--- src/clock_gen_pkg.sv ---
// Package with register map, field positions and timing for the clock generation unit
package clock_gen_pkg;

  // Register word indexes (address bits 4:2), one aligned word each
  localparam logic [2:0] ADDR_CONTROL    = 3'h0;
  localparam logic [2:0] ADDR_MULTIPLIER = 3'h1;
  localparam logic [2:0] ADDR_TRIM       = 3'h2;
  localparam logic [2:0] ADDR_DIVIDER    = 3'h3;
  localparam logic [2:0] ADDR_STAGE      = 3'h4;
  localparam logic [2:0] ADDR_CONFIG     = 3'h5;

  // Control register field positions
  localparam int BIT_IRQ_EN    = 7;
  localparam int BIT_LOSS      = 6;
  localparam int BIT_MON_EN    = 5;
  localparam int BIT_SELECT    = 4;
  localparam int BIT_INT_EN    = 3;
  localparam int BIT_INT_STB   = 2;
  localparam int BIT_EXT_EN    = 1;
  localparam int BIT_EXT_STB   = 0;

  // Configuration register field positions
  localparam int BIT_OSC_STOP  = 0;

  // Reset values
  localparam logic [6:0] MULT_RESET = 7'h15;
  localparam logic [7:0] TRIM_RESET = 8'h80;
  localparam logic [3:0] DIV_MAX    = 4'h9;

  // External startup delay in external clock cycles
  localparam int EXT_START_CYCLES = 4096;
  localparam int EXT_CNT_W        = 13;

  // Bus request bundle
  typedef struct packed {
    logic       read;
    logic       write;
    logic [4:0] address;
    logic [7:0] writedata;
  } bus_req_type;

endpackage : clock_gen_pkg

--- src/clock_generator_control.sv ---
// Control and status logic of the clock generation unit with an Avalon-MM slave
// How it works
// RULE_01: Loss flag sets when monitor sees either clock stop while monitoring on.
// RULE_02: Loss flag clears by read-while-set then write zero; forced clear if off.
// RULE_03: Monitor enable sets only after both generators enabled and stable a cycle.
// RULE_04: Monitor enable held set while the loss flag is set.
// RULE_05: Monitor enable forced clear on any generator off, stop without oscillator, or reset.
// RULE_06: Output clock follows external clock when select is one, else internal.
// RULE_07: Select sets after external ready one cycle, clears after internal ready.
// RULE_08: Select forced set on internal loss or internal generator off.
// RULE_09: Select forced clear on external loss, external generator off, or reset.
// RULE_10: Internal enable clears only after select set and monitor clear a cycle.
// RULE_11: Internal enable forced set while monitoring, select zero, or reset.
// RULE_12: Internal stable rises when the internal clock is judged near target.
// RULE_13: Internal stable clears on loss, disable, multiplier/trim write, stop without oscillator, reset.
// RULE_14: External enable clears on a write only while select and monitor are clear.
// RULE_15: External enable forced set while monitoring or selected; reset clears.
// RULE_16: External stable sets after 4096 external clock cycles from enabling.
// RULE_17: External stable clears on loss, disable, stop without oscillator, reset.
// RULE_18: Multiplier seven bits, zero acts as one, reset loads decimal 21.
// RULE_19: Multiplier and trim writes ignored while monitoring is enabled.
// RULE_20: Trim is eight bits, reset loads midpoint 0x80.
// RULE_21: Divider count saturates at 9 and follows the loop filter when enabled.
// RULE_22: Stage count writes blocked while internal generator enabled; reset keeps it, but the stage_count_out port resets to 0x00.
// RULE_23: Interrupt request while both interrupt enable and loss flag are set.
`timescale 1ns/1ps
module clock_generator_control
  import clock_gen_pkg::*;
(
  input  wire logic        sys_clk_in,
  input  wire logic        rst_b_in,
  input  wire logic [4:0]  avs_address_in,
  input  wire logic        avs_read_in,
  input  wire logic        avs_write_in,
  input  wire logic [31:0] avs_writedata_in,
  input  wire logic [3:0]  avs_byteenable_in,
  output logic [31:0]      avs_readdata_out,
  output logic             avs_waitrequest_out,
  input  wire logic        stop_mode_in,
  input  wire logic        internal_lost_in,
  input  wire logic        external_lost_in,
  input  wire logic        internal_locked_in,
  input  wire logic        external_clock_edge_in,
  input  wire logic [3:0]  filter_divider_in,
  input  wire logic [7:0]  filter_stage_in,
  output logic             select_external_out,
  output logic             internal_gen_enable_out,
  output logic             external_gen_enable_out,
  output logic [6:0]       multiplier_factor_out,
  output logic [7:0]       trim_factor_out,
  output logic [3:0]       divider_count_out,
  output logic [7:0]       stage_count_out,
  output logic             clock_monitor_irq_out
);

  // Bus handshake state
  typedef enum logic [0:0] {
    BUS_IDLE = 1'b0,
    BUS_DONE = 1'b1
  } bus_state_type;

  bus_state_type bus_state;
  bus_req_type   req;
  logic [6:0]  multiplier_factor;
  logic [7:0]  trim_factor;
  logic [3:0]  divider_count;
  logic [7:0]  stage_count;
  logic        osc_in_stop_enable;
  logic        monitor_irq_enable;
  logic        clock_loss_flag;
  logic        monitor_enable;
  logic        clock_select;
  logic        internal_gen_enable;
  logic        internal_stable;
  logic        external_gen_enable;
  logic        external_stable;
  logic        loss_seen;
  logic        mon_prev;
  logic        ext_ready_prev;
  logic        int_ready_prev;
  logic        mon_clear_prev;
  logic [EXT_CNT_W-1:0] ext_count;
  logic        stopped;
  logic        acc;
  logic        wr_ctl;
  logic        wr_mult;
  logic        wr_trim;
  logic [7:0]  control_view;
  logic [7:0]  next_read;

  // Request bundle and accept strobe; one cycle wait per access
  assign req = '{read: avs_read_in, write: avs_write_in,
                 address: avs_address_in, writedata: avs_writedata_in[7:0]};
  assign acc     = (bus_state == BUS_IDLE) && (req.read || req.write);
  assign wr_ctl  = acc && req.write && avs_byteenable_in[0] && req.address[4:2] == ADDR_CONTROL;
  assign wr_mult = acc && req.write && avs_byteenable_in[0] && req.address[4:2] == ADDR_MULTIPLIER
                   && !monitor_enable; // RULE_19
  assign wr_trim = acc && req.write && avs_byteenable_in[0] && req.address[4:2] == ADDR_TRIM
                   && !monitor_enable; // RULE_19
  assign stopped = stop_mode_in && !osc_in_stop_enable;

  assign control_view = {monitor_irq_enable, clock_loss_flag, monitor_enable, clock_select,
                         internal_gen_enable, internal_stable, external_gen_enable,
                         external_stable};

  // Read mux, unmapped addresses read zero
  always_comb begin
    next_read = 8'h00;
    unique case (req.address[4:2])
      ADDR_CONTROL:    next_read = control_view;
      ADDR_MULTIPLIER: next_read = {1'b0, multiplier_factor};
      ADDR_TRIM:       next_read = trim_factor;
      ADDR_DIVIDER:    next_read = {4'h0, divider_count};
      ADDR_STAGE:      next_read = stage_count;
      ADDR_CONFIG:     next_read = {7'h00, osc_in_stop_enable};
      default:         next_read = 8'h00;
    endcase
  end

  // Bus slave: waitrequest high until the data cycle
  always_ff @(posedge sys_clk_in or negedge rst_b_in) begin
    if (!rst_b_in) begin
      bus_state           <= BUS_IDLE;
      avs_waitrequest_out <= 1'b1;
      avs_readdata_out    <= 32'h0000_0000;
    end else begin
      unique case (bus_state)
        BUS_IDLE: begin
          if (req.read || req.write) begin
            bus_state           <= BUS_DONE;
            avs_waitrequest_out <= 1'b0;
            avs_readdata_out    <= {24'h00_0000, next_read};
          end
        end
        BUS_DONE: begin
          bus_state           <= BUS_IDLE;
          avs_waitrequest_out <= 1'b1;
        end
      endcase
    end
  end

  // One-bus-cycle history of the interlock conditions
  always_ff @(posedge sys_clk_in or negedge rst_b_in) begin
    if (!rst_b_in) begin
      mon_prev       <= 1'b0;
      ext_ready_prev <= 1'b0;
      int_ready_prev <= 1'b0;
      mon_clear_prev <= 1'b0;
    end else begin
      mon_prev       <= internal_gen_enable && internal_stable
                        && external_gen_enable && external_stable; // RULE_03
      ext_ready_prev <= external_gen_enable && external_stable; // RULE_07
      int_ready_prev <= internal_gen_enable && internal_stable; // RULE_07
      mon_clear_prev <= !monitor_enable;
    end
  end

  // Loss flag; a fresh loss beats a clear in the same cycle
  always_ff @(posedge sys_clk_in or negedge rst_b_in) begin
    if (!rst_b_in) begin
      clock_loss_flag <= 1'b0;
      loss_seen       <= 1'b0;
    end else if (!monitor_enable) begin
      clock_loss_flag <= 1'b0; // RULE_02
      loss_seen       <= 1'b0;
    end else if (internal_lost_in || external_lost_in) begin
      clock_loss_flag <= 1'b1; // RULE_01
    end else begin
      if (acc && req.read && req.address[4:2] == ADDR_CONTROL && clock_loss_flag)
        loss_seen <= 1'b1;
      if (wr_ctl && loss_seen && !req.writedata[BIT_LOSS]) begin
        clock_loss_flag <= 1'b0; // RULE_02
        loss_seen       <= 1'b0;
      end
    end
  end

  // Monitor enable and its interrupt enable
  always_ff @(posedge sys_clk_in or negedge rst_b_in) begin
    if (!rst_b_in) begin
      monitor_enable     <= 1'b0;
      monitor_irq_enable <= 1'b0;
    end else begin
      if (!internal_gen_enable || !external_gen_enable || stopped)
        monitor_enable <= 1'b0; // RULE_05
      else if (clock_loss_flag)
        monitor_enable <= 1'b1; // RULE_04
      else if (wr_ctl && req.writedata[BIT_MON_EN] && mon_prev)
        monitor_enable <= 1'b1; // RULE_03
      else if (wr_ctl && !req.writedata[BIT_MON_EN])
        monitor_enable <= 1'b0;
      // Interrupt enable only sticks once monitoring is already on
      if (!monitor_enable)
        monitor_irq_enable <= 1'b0;
      else if (wr_ctl)
        monitor_irq_enable <= req.writedata[BIT_IRQ_EN];
    end
  end

  // Clock select with forced transitions
  always_ff @(posedge sys_clk_in or negedge rst_b_in) begin
    if (!rst_b_in) begin
      clock_select <= 1'b0;
    end else if ((monitor_enable && external_lost_in) || !external_gen_enable) begin
      clock_select <= 1'b0; // RULE_09
    end else if ((monitor_enable && internal_lost_in) || !internal_gen_enable) begin
      clock_select <= 1'b1; // RULE_08
    end else if (wr_ctl) begin
      if (req.writedata[BIT_SELECT] && ext_ready_prev)
        clock_select <= 1'b1; // RULE_07
      else if (!req.writedata[BIT_SELECT] && int_ready_prev)
        clock_select <= 1'b0; // RULE_07
    end
  end

  // Generator enables
  always_ff @(posedge sys_clk_in or negedge rst_b_in) begin
    if (!rst_b_in) begin
      internal_gen_enable <= 1'b1; // RULE_11
      external_gen_enable <= 1'b0; // RULE_15
    end else begin
      if (monitor_enable || !clock_select)
        internal_gen_enable <= 1'b1; // RULE_11
      else if (wr_ctl && !req.writedata[BIT_INT_EN] && mon_clear_prev)
        internal_gen_enable <= 1'b0; // RULE_10
      else if (wr_ctl)
        internal_gen_enable <= 1'b1;
      if (monitor_enable || clock_select)
        external_gen_enable <= 1'b1; // RULE_15
      else if (wr_ctl)
        external_gen_enable <= req.writedata[BIT_EXT_EN]; // RULE_14
    end
  end

  // Internal stable follows the lock judgement of the loop filter
  always_ff @(posedge sys_clk_in or negedge rst_b_in) begin
    if (!rst_b_in) begin
      internal_stable <= 1'b0;
    end else if ((monitor_enable && internal_lost_in) || !internal_gen_enable
                 || wr_mult || wr_trim || stopped) begin
      internal_stable <= 1'b0; // RULE_13
    end else begin
      internal_stable <= internal_locked_in; // RULE_12
    end
  end

  // External startup counter, counts sampled external clock edges
  always_ff @(posedge sys_clk_in or negedge rst_b_in) begin
    if (!rst_b_in) begin
      ext_count       <= '0;
      external_stable <= 1'b0;
    end else if ((monitor_enable && external_lost_in) || !external_gen_enable || stopped) begin
      ext_count       <= '0; // RULE_17
      external_stable <= 1'b0;
    end else if (ext_count == EXT_CNT_W'(EXT_START_CYCLES)) begin
      external_stable <= 1'b1; // RULE_16
    end else if (external_clock_edge_in) begin
      ext_count <= ext_count + EXT_CNT_W'(1);
    end
  end

  // Multiplier, trim and stop option registers
  always_ff @(posedge sys_clk_in or negedge rst_b_in) begin
    if (!rst_b_in) begin
      multiplier_factor  <= MULT_RESET; // RULE_18
      trim_factor        <= TRIM_RESET; // RULE_20
      osc_in_stop_enable <= 1'b0;
    end else begin
      if (wr_mult)
        multiplier_factor <= req.writedata[6:0];
      if (wr_trim)
        trim_factor <= req.writedata;
      if (acc && req.write && req.address[4:2] == ADDR_CONFIG && avs_byteenable_in[0])
        osc_in_stop_enable <= req.writedata[BIT_OSC_STOP];
    end
  end

  // Divider count; reset parks it at the saturation value
  always_ff @(posedge sys_clk_in or negedge rst_b_in) begin
    if (!rst_b_in) begin
      divider_count <= DIV_MAX;
    end else if (internal_gen_enable) begin
      divider_count <= (filter_divider_in > DIV_MAX) ? DIV_MAX : filter_divider_in; // RULE_21
    end else if (acc && req.write && avs_byteenable_in[0]
                 && req.address[4:2] == ADDR_DIVIDER) begin
      divider_count <= (req.writedata[3:0] > DIV_MAX) ? DIV_MAX : req.writedata[3:0];
    end
  end

  // Stage count has no reset: the oscillator runs on through reset, and the
  // internal enable, set during reset, keeps the loop filter in charge of it
  always_ff @(posedge sys_clk_in) begin
    if (internal_gen_enable)
      stage_count <= filter_stage_in; // RULE_22
    else if (acc && req.write && avs_byteenable_in[0] && req.address[4:2] == ADDR_STAGE)
      stage_count <= req.writedata; // RULE_22
  end

  // Registered outputs
  always_ff @(posedge sys_clk_in or negedge rst_b_in) begin
    if (!rst_b_in) begin
      select_external_out     <= 1'b0;
      internal_gen_enable_out <= 1'b1;
      external_gen_enable_out <= 1'b0;
      multiplier_factor_out   <= MULT_RESET;
      trim_factor_out         <= TRIM_RESET;
      divider_count_out       <= DIV_MAX;
      stage_count_out         <= 8'h00;
      clock_monitor_irq_out   <= 1'b0;
    end else begin
      select_external_out     <= clock_select; // RULE_06
      internal_gen_enable_out <= internal_gen_enable;
      external_gen_enable_out <= external_gen_enable;
      multiplier_factor_out   <= (multiplier_factor == 7'h00) ? 7'h01 : multiplier_factor; // RULE_18
      trim_factor_out         <= trim_factor;
      divider_count_out       <= divider_count;
      stage_count_out         <= stage_count;
      clock_monitor_irq_out   <= monitor_irq_enable && clock_loss_flag; // RULE_23
    end
  end

  // Assertions
  AST_LOSS_SET: assert property (@(posedge sys_clk_in) disable iff (!rst_b_in) // RULE_01
    monitor_enable && (internal_lost_in || external_lost_in) && internal_gen_enable
    && external_gen_enable && !stopped |=> clock_loss_flag)
    else $error("loss flag not set");
  AST_LOSS_OFF: assert property (@(posedge sys_clk_in) disable iff (!rst_b_in) // RULE_02
    !monitor_enable |=> !clock_loss_flag)
    else $error("loss flag kept without monitor");
  AST_MON_HOLD: assert property (@(posedge sys_clk_in) disable iff (!rst_b_in) // RULE_04
    clock_loss_flag && internal_gen_enable && external_gen_enable && !stopped |=> monitor_enable)
    else $error("monitor dropped with loss flag");
  AST_MON_FORCE: assert property (@(posedge sys_clk_in) disable iff (!rst_b_in) // RULE_05
    !internal_gen_enable || !external_gen_enable || stopped |=> !monitor_enable)
    else $error("monitor not forced clear");
  AST_SEL_OUT: assert property (@(posedge sys_clk_in) disable iff (!rst_b_in) // RULE_06
    ##1 select_external_out == $past(clock_select))
    else $error("output select mismatch");
  AST_INT_EN: assert property (@(posedge sys_clk_in) disable iff (!rst_b_in) // RULE_11
    monitor_enable || !clock_select |=> internal_gen_enable)
    else $error("internal enable not forced");
  AST_EXT_EN: assert property (@(posedge sys_clk_in) disable iff (!rst_b_in) // RULE_15
    monitor_enable || clock_select |=> external_gen_enable)
    else $error("external enable not forced");
  AST_MULT_LOCK: assert property (@(posedge sys_clk_in) disable iff (!rst_b_in) // RULE_19
    monitor_enable |=> $stable(multiplier_factor) && $stable(trim_factor))
    else $error("locked register changed");
  AST_IRQ: assert property (@(posedge sys_clk_in) disable iff (!rst_b_in) // RULE_23
    monitor_irq_enable && clock_loss_flag |=> clock_monitor_irq_out)
    else $error("interrupt not raised");
  AST_DIV_MAX: assert property (@(posedge sys_clk_in) disable iff (!rst_b_in) // RULE_21
    divider_count <= DIV_MAX)
    else $error("divider above nine");

  // Forced select transitions on a detected loss, stable clears on loss, multiplier/trim write or disable
  AST_SEL_INT_LOSS: assert property (@(posedge sys_clk_in) disable iff (!rst_b_in) // RULE_08
    monitor_enable && internal_lost_in && !external_lost_in && external_gen_enable
    |=> clock_select)
    else $error("select not forced to external");
  AST_EXT_LOSS: assert property (@(posedge sys_clk_in) disable iff (!rst_b_in) // RULE_09
    monitor_enable && external_lost_in |=> !clock_select && !external_stable)
    else $error("select or external stable kept after loss");
  AST_INT_STB_CLR: assert property (@(posedge sys_clk_in) disable iff (!rst_b_in) // RULE_13
    wr_mult || wr_trim || !internal_gen_enable |=> !internal_stable)
    else $error("internal stable not cleared");

  // External stable never rises before the startup count is complete
  AST_EXT_STB: assert property (@(posedge sys_clk_in) disable iff (!rst_b_in) // RULE_16
    !external_stable && ext_count != EXT_CNT_W'(EXT_START_CYCLES) |=> !external_stable)
    else $error("external stable too early");

  // Loop filter owns the stage count while the internal generator runs
  AST_STAGE_FOLLOW: assert property (@(posedge sys_clk_in) disable iff (!rst_b_in) // RULE_22
    internal_gen_enable |=> stage_count == $past(filter_stage_in))
    else $error("stage count not from loop filter");

endmodule : clock_generator_control

--- config.mk ---
export PLATFORM = sky130hd
export DESIGN_NAME = clock_generator_control
export DESIGN_NICKNAME = d
export VERILOG_FILES = /design/src/clock_gen_pkg.sv /design/src/clock_generator_control.sv
export SDC_FILE = /design/constraint.sdc
export NUM_CORES = 1
export LEC_CHECK = 0
export ABC_AREA = 1
export BUFFER_PORTS_ARGS = -buffer_cell sky130_fd_sc_hd__buf_2
export CAP_MARGIN = 20
export CORE_ASPECT_RATIO = 0.5
export CORE_UTILIZATION = 35
export CTS_CLUSTER_DIAMETER = 120
export DETAILED_ROUTE_END_ITERATION = 6
export PLACE_DENSITY = 0.67
export SLEW_MARGIN = 20
export SYNTH_ARGS = -nofsm -noshare
export SYNTH_HDL_FRONTEND = slang
export SYNTH_SLANG_ARGS = --single-unit
--- constraint.sdc ---
create_clock -name sys_clk_in -period 5.15 [get_ports sys_clk_in]
set_clock_uncertainty 0.1 [all_clocks]
set_input_delay 0.515 -clock sys_clk_in [delete_from_list [all_inputs] [get_ports sys_clk_in]]
set_output_delay 0.515 -clock sys_clk_in [all_outputs]
set_load 0.05 [all_outputs]
* Yosys cells after proc, flatten, opt, wreduce, memory -nomap -nowiden
Index checks and enable logic that the tools add are counted.
Cells by class: reduce and logical (&&, ||, !) cells 68, bitwise gates (word level) 1, add/sub/neg operators 1, muxes and demuxes 41, equal/unequal tests 12, $lt $le $gt $ge 2, div/mod/pow operators 0, multiply operators 0, shift operators 0
Operators by type and width (number):
- 8-bit case mux with 6 select lines | 1
- 13-bit two-way mux | 3
- 1-bit logical AND | 32
- 1-bit two-way mux | 28
- 4-bit two-way mux | 4
- 8-bit two-way mux | 2
- 13-bit by 1-bit adder with 13-bit output (second input constant) | 1
- 13-bit equality test (second input constant) | 1
- 1-bit logical OR | 12
- 2-bit nonzero test | 5
- 1-bit zero test | 9
- 4-bit > comparator (second input constant) | 2
- 2-bit AND reduction | 4
- 4-bit nonzero test | 2
- 7-bit zero test | 1
- 7-bit two-way mux | 1
- 3-bit by 2-bit equality test with 1-bit output (second input constant) | 2
- 3-bit equality test (second input constant) | 2
- 3-bit by 1-bit inequality test with 1-bit output (second input constant) | 2
- 3-bit nonzero test | 2
- 2-bit by 1-bit inequality test with 1-bit output (second input constant) | 2
- 2-bit inequality test (second input constant) | 2
- 1-bit case mux with 2 select lines | 2
- 3-bit by 1-bit equality test with 1-bit output (second input constant) | 1
- 2 further kinds | 2
Storage, ports and cells: flip-flop bits (word level) 95, memory bits (read-only) 0, latch bits 0, memories kept 0, output and inout bits 64, bits in writable memories 0, input port bits 62, word-level logic and storage cells 155

* Depth between registers and ports, before layout
word-level depth 10, mapped depth 9, mapped depth without buffers 9

* Least setup slack after synthesis
No wires, ideal clock.
path kind input port to flip-flop, start point input port avs_address_in[3], end point register stage_count[0] (enable), library setup time 0.384 ns, data required time 4.666 ns, stages on the path 4, slack 3.197 ns, data arrival time 1.469 ns, path buffers 1, cells stage by stage buf_6 -> nor2_1 -> nand2_1 -> o21ai_0
Between the ends: word-level cells in the longest chain between the ends 3
Ends and longest elaborated chain:
- from (decl) | line clock_generator_control.sv:32 | input wire logic [4:0] avs_address_in,
- 3-bit equality test | line clock_generator_control.sv:296 | else if (acc && req.write && avs_byteenable_in[0] && req.address[4:2] == ADDR_STAGE)
- 1-bit logical AND | line clock_generator_control.sv:296
- 2-bit nonzero test (no source line)
- to (signal assigned) | line clock_generator_control.sv:295 | stage_count <= filter_stage_in;
- to (signal assigned) | line clock_generator_control.sv:297 | stage_count <= req.writedata;
- to (decl) | line clock_generator_control.sv:67 | logic [7:0] stage_count;
No other way between the ends. A chain may end at the register's enable or synchronous reset.

* Worst setup path in the final report
start point register monitor_enable, end point register ext_count[6]
Between the ends: word-level cells in the longest chain between the ends 5, elaborated cells on any way between the ends 7, those cells by class 1 x eq/ne; 1 x mux; 5 x reduce/logical
Ends and longest elaborated chain:
- from (decl) | line clock_generator_control.sv:71 | logic monitor_enable;
- from (signal assigned) | line clock_generator_control.sv:182 | monitor_enable <= 1'b0;
- from (signal assigned) | line clock_generator_control.sv:186 | monitor_enable <= 1'b0;
- from (signal assigned) | line clock_generator_control.sv:188 | monitor_enable <= 1'b1;
- 1-bit logical AND * | line clock_generator_control.sv:253 | end else if ((monitor_enable && external_lost_in) || !external_gen_enable || stopped) begin
- 1-bit logical OR * (2 in a row) | line clock_generator_control.sv:253
- 2-bit inequality test (no source line) or 2-bit nonzero test (tied branches)
- 2-bit AND reduction (no source line)
- to (signal assigned) | line clock_generator_control.sv:259 | ext_count <= ext_count + EXT_CNT_W'(1);
- to (decl) | line clock_generator_control.sv:82 | logic [EXT_CNT_W-1:0] ext_count;
Mark *: on every way between the ends. The rest lies on a longest branch, timed or not.

==> results.md <==
- Status: complete, no violations
- Worst-margin pin slew: 0.951 ns
- Setup Buffers After CTS: 0
- # diodes: 0
- Register area share after synthesis: 56.3%
- # port buffers: 72
- Via Count: 3,332
- CP required: 5.28 ns
- CP dominant cell by count: nand2_1
- Crit-path max cell delay: 0.48 ns
- Commonest non-fill, non-tap cell in the layout: nand2_1
- Final hold viol count: 0
- Iter 0 DRT Violations: 302
- R2R depth: 8
- CTS tree: yes
- Final period util: 40.5%
- CTS H-tree depth: 3
- Register area: 2440 µm²
- Reg-to-reg critical path startpoint: monitor_enable
- Final Non-Filler Cells: 733
- CP Max Fanout: 23
- Leak pwr: 2.58 nW
- Peak VDD IR: 0.168 mV
- Final hold slack: 0.264 ns
- Synthesized area: 4330 µm²
- DP Worst Slack: 2.94 ns
- Inst Count DP: 716
- Slowest cell on crit path: dfrtp_1
- Yosys warns: 0
- R2R Path End: ext_count[6]
- Worst path cell trace: nand2_1, nand2_1, nor2_2, nand3_1, nand2_2, inv_1, nand2_1, nand2_1
- Post-route DRC violation count: 0
- Die height: 80.6 µm
- IO Pins: 126
- Fraction of layout cells with a size suffix above 1: 20.1%
- Die area: 12,800 µm²
- Initial antenna violation count: 0
- Hold buffer count at CTS: 1
- CP startpoint kind: register
- WL per Instance: 12.8 µm
- Largest net degree at the start of global routing: 78
- Routed Antenna Nets: 0
- Total gr overflow: 0
- Clk_lat worst skew: 0.35 ns
- Sum Neg Setup Slack: 0 ns
- # resized after CTS: 0
- Post-Synthesis Cells: 495
- CTS sink cnt: 95
- Core ar.: 11,900 µm²
- Final WS setup: 3.06 ns
- WHS Path Cells: 0
- Layout area overhead: 15.9%
- Die W: 159 µm
- Clock Pin Slew Worst Setup and Hold Paths: 0.07 ns
- Final wirelength: 9.38 mm
- First-pass GRT wire length: 15.4 mm
- Worst min path class: reg -> reg
- F_max: 0.479 GHz
- Most frequent cells in the layout: nand2_1 (149), dfrtp_1 (72), buf_2 (71), inv_1 (50), o21ai_0 (38)
- Post-layout minimum cycle time: 2.09 ns
- CTS Buffer Depth: 2
- FF-to-FF setup slack: 3.06 ns
- Max-cap violations: 0
- NumNets Final: 627
- TritonCTS Buffers: 9
- First-pass detailed-route iteration total: 5
- Initial Util: 36.3%
- FILL cells: 1,189
- WS Path Type: reg -> reg
- Netlist cell types: 31
- WP data arrival: 2.22 ns
- Row count: 28
- Clk root buf: clkbuf_16
- Final setup viols: 0
- DPL Wire Length: 6.87 mm
- #FFs+latches synth: 95
- Routability congestion estimate: 0.887
- Mean Syn Cell Area: 8.74 µm²
- Slew Viols, Final: 0
- PD cells: 387 nW/µm²
- Min-delay src: divider_count[0]
- Hold Crit Endpoint: divider_count_out[0]
- Slew HR: 36.6%
- Total global-route track usage: 15.5%
- DR vias/cell: 4.55
- RSZ-0062 raised after global routing: no
- Area occupied by multi-input gates: 1500 µm²
- Crit end category: register
- Vias in the first global route: 3,105
[registers in the layout, indices dropped and copies added (netlist names), 4 cells and up]
| register | flops |
|---|---|
| multiplier_factor | 7 |
| divider_count | 4 |
| trim_factor | 8 |
| avs_readdata_out | 8 |
| ext_count | 13 |
| stage_count_out | 8 |
| divider_count_out | 4 |
| stage_count | 8 |
| multiplier_factor_out | 7 |
| trim_factor_out | 8 |
[where the power goes]
part	internal [mW]	switching, mW	total (mW)
logic	0.0920	0.302	0.394
clock network	0.338	0.305	0.643
registers	0.843	0.0613	0.904
total	1.27	0.668	1.94
[cells in the mapped netlist]
cell,number,share of area (%)
nand2_1,149,13
dfstp_2,15,9.1
nand3_1,28,3.2
buf_4,26,4.5
nor3_1,4,0.46
buf_2,3,0.35
conb_1,1,0.087
nand2_4,2,0.52
nor3_4,1,0.38
a21o_1,2,0.35
xor2_1,2,0.40
ha_1,2,0.58
nor2_2,3,0.43
dfrtp_1,72,42
o21ai_0,38,4.4
nor4_1,1,0.14
inv_1,50,4.3
nor2_4,1,0.26
edfxtp_1,8,5.6
nand4_1,11,1.6
clkbuf_1,9,0.78
o2111ai_1,2,0.40
buf_6,4,1.0
nor2_1,32,2.8
xnor2_1,1,0.20
a31oi_1,1,0.14
o22ai_1,4,0.58
a21oi_1,9,1.0
a21boi_0,2,0.35
nand2_2,1,0.14
o21ai_1,11,1.3
[critical path: cells and delay by family (launching register included)]
family / cells / cell delay, ns
and+or+nand+nor: 7 / 1.25
buffers and inverters: 1 / 0.12
DFF: 1 / 0.48
[cells by family (layout without fill, tap and decap cells)]
kind of cell | count (synthesis) | after routing | synth area share (%)
compound gates | 69 | 69 | 8.53
xor+xnor | 3 | 3 | 0.607
fa+ha+maj | 2 | 2 | 0.578
buf+inv | 92 | 142 | 11.0
flops | 95 | 95 | 56.3
other cells | 1 | 24 | 0.0867
simple gates | 233 | 233 | 22.9
[stage by stage]
step	util (%)	total power, mW	instance area (µm²)
after floorplan	-	1.22	4410
after CTS	42.1	1.96	5010
after global routing	42.1	2.04	5010
after global placement	39.6	1.31	4720
final	42.1	1.94	5010
after detailed placement	39.6	1.31	4720
[cell type report]
cell class	count	area share, %
clock inverter	7	1.25
timing repair buffer	76	7.89
tap	165	4.12
multi-input combinational	331	29.9
inverter	50	3.74
sequential	95	48.6
clock buffer	9	4.49
[per-layer routing]
| metal | wire, µm | GRT usage [%] | vias to the layer above |
|---|---|---|---|
| li1 | - | - | 1668 |
| met1 | 4360 | 19.6 | 1556 |
| met2 | 4410 | 26.1 | 99 |
| met3 | 511 | 3.98 | 9 |
| met4 | 96 | 5.19 | 0 |
| met5 | 0 | 0 | - |
[worst max-delay path by stage]
stage,slack (ns),startpoint,endpoint,cells after the start
after floorplan,3.20,avs_address_in[3],stage_count[0],4
after global placement,2.96,external_lost_in,ext_count[3],9
after detailed placement,2.94,external_lost_in,ext_count[4],9
after CTS,3.04,monitor_enable,ext_count[6],8
after global routing,2.87,monitor_enable,ext_count[6],8
final,3.06,monitor_enable,ext_count[6],8
No activity file was read; power rests on OpenSTA's default activity.
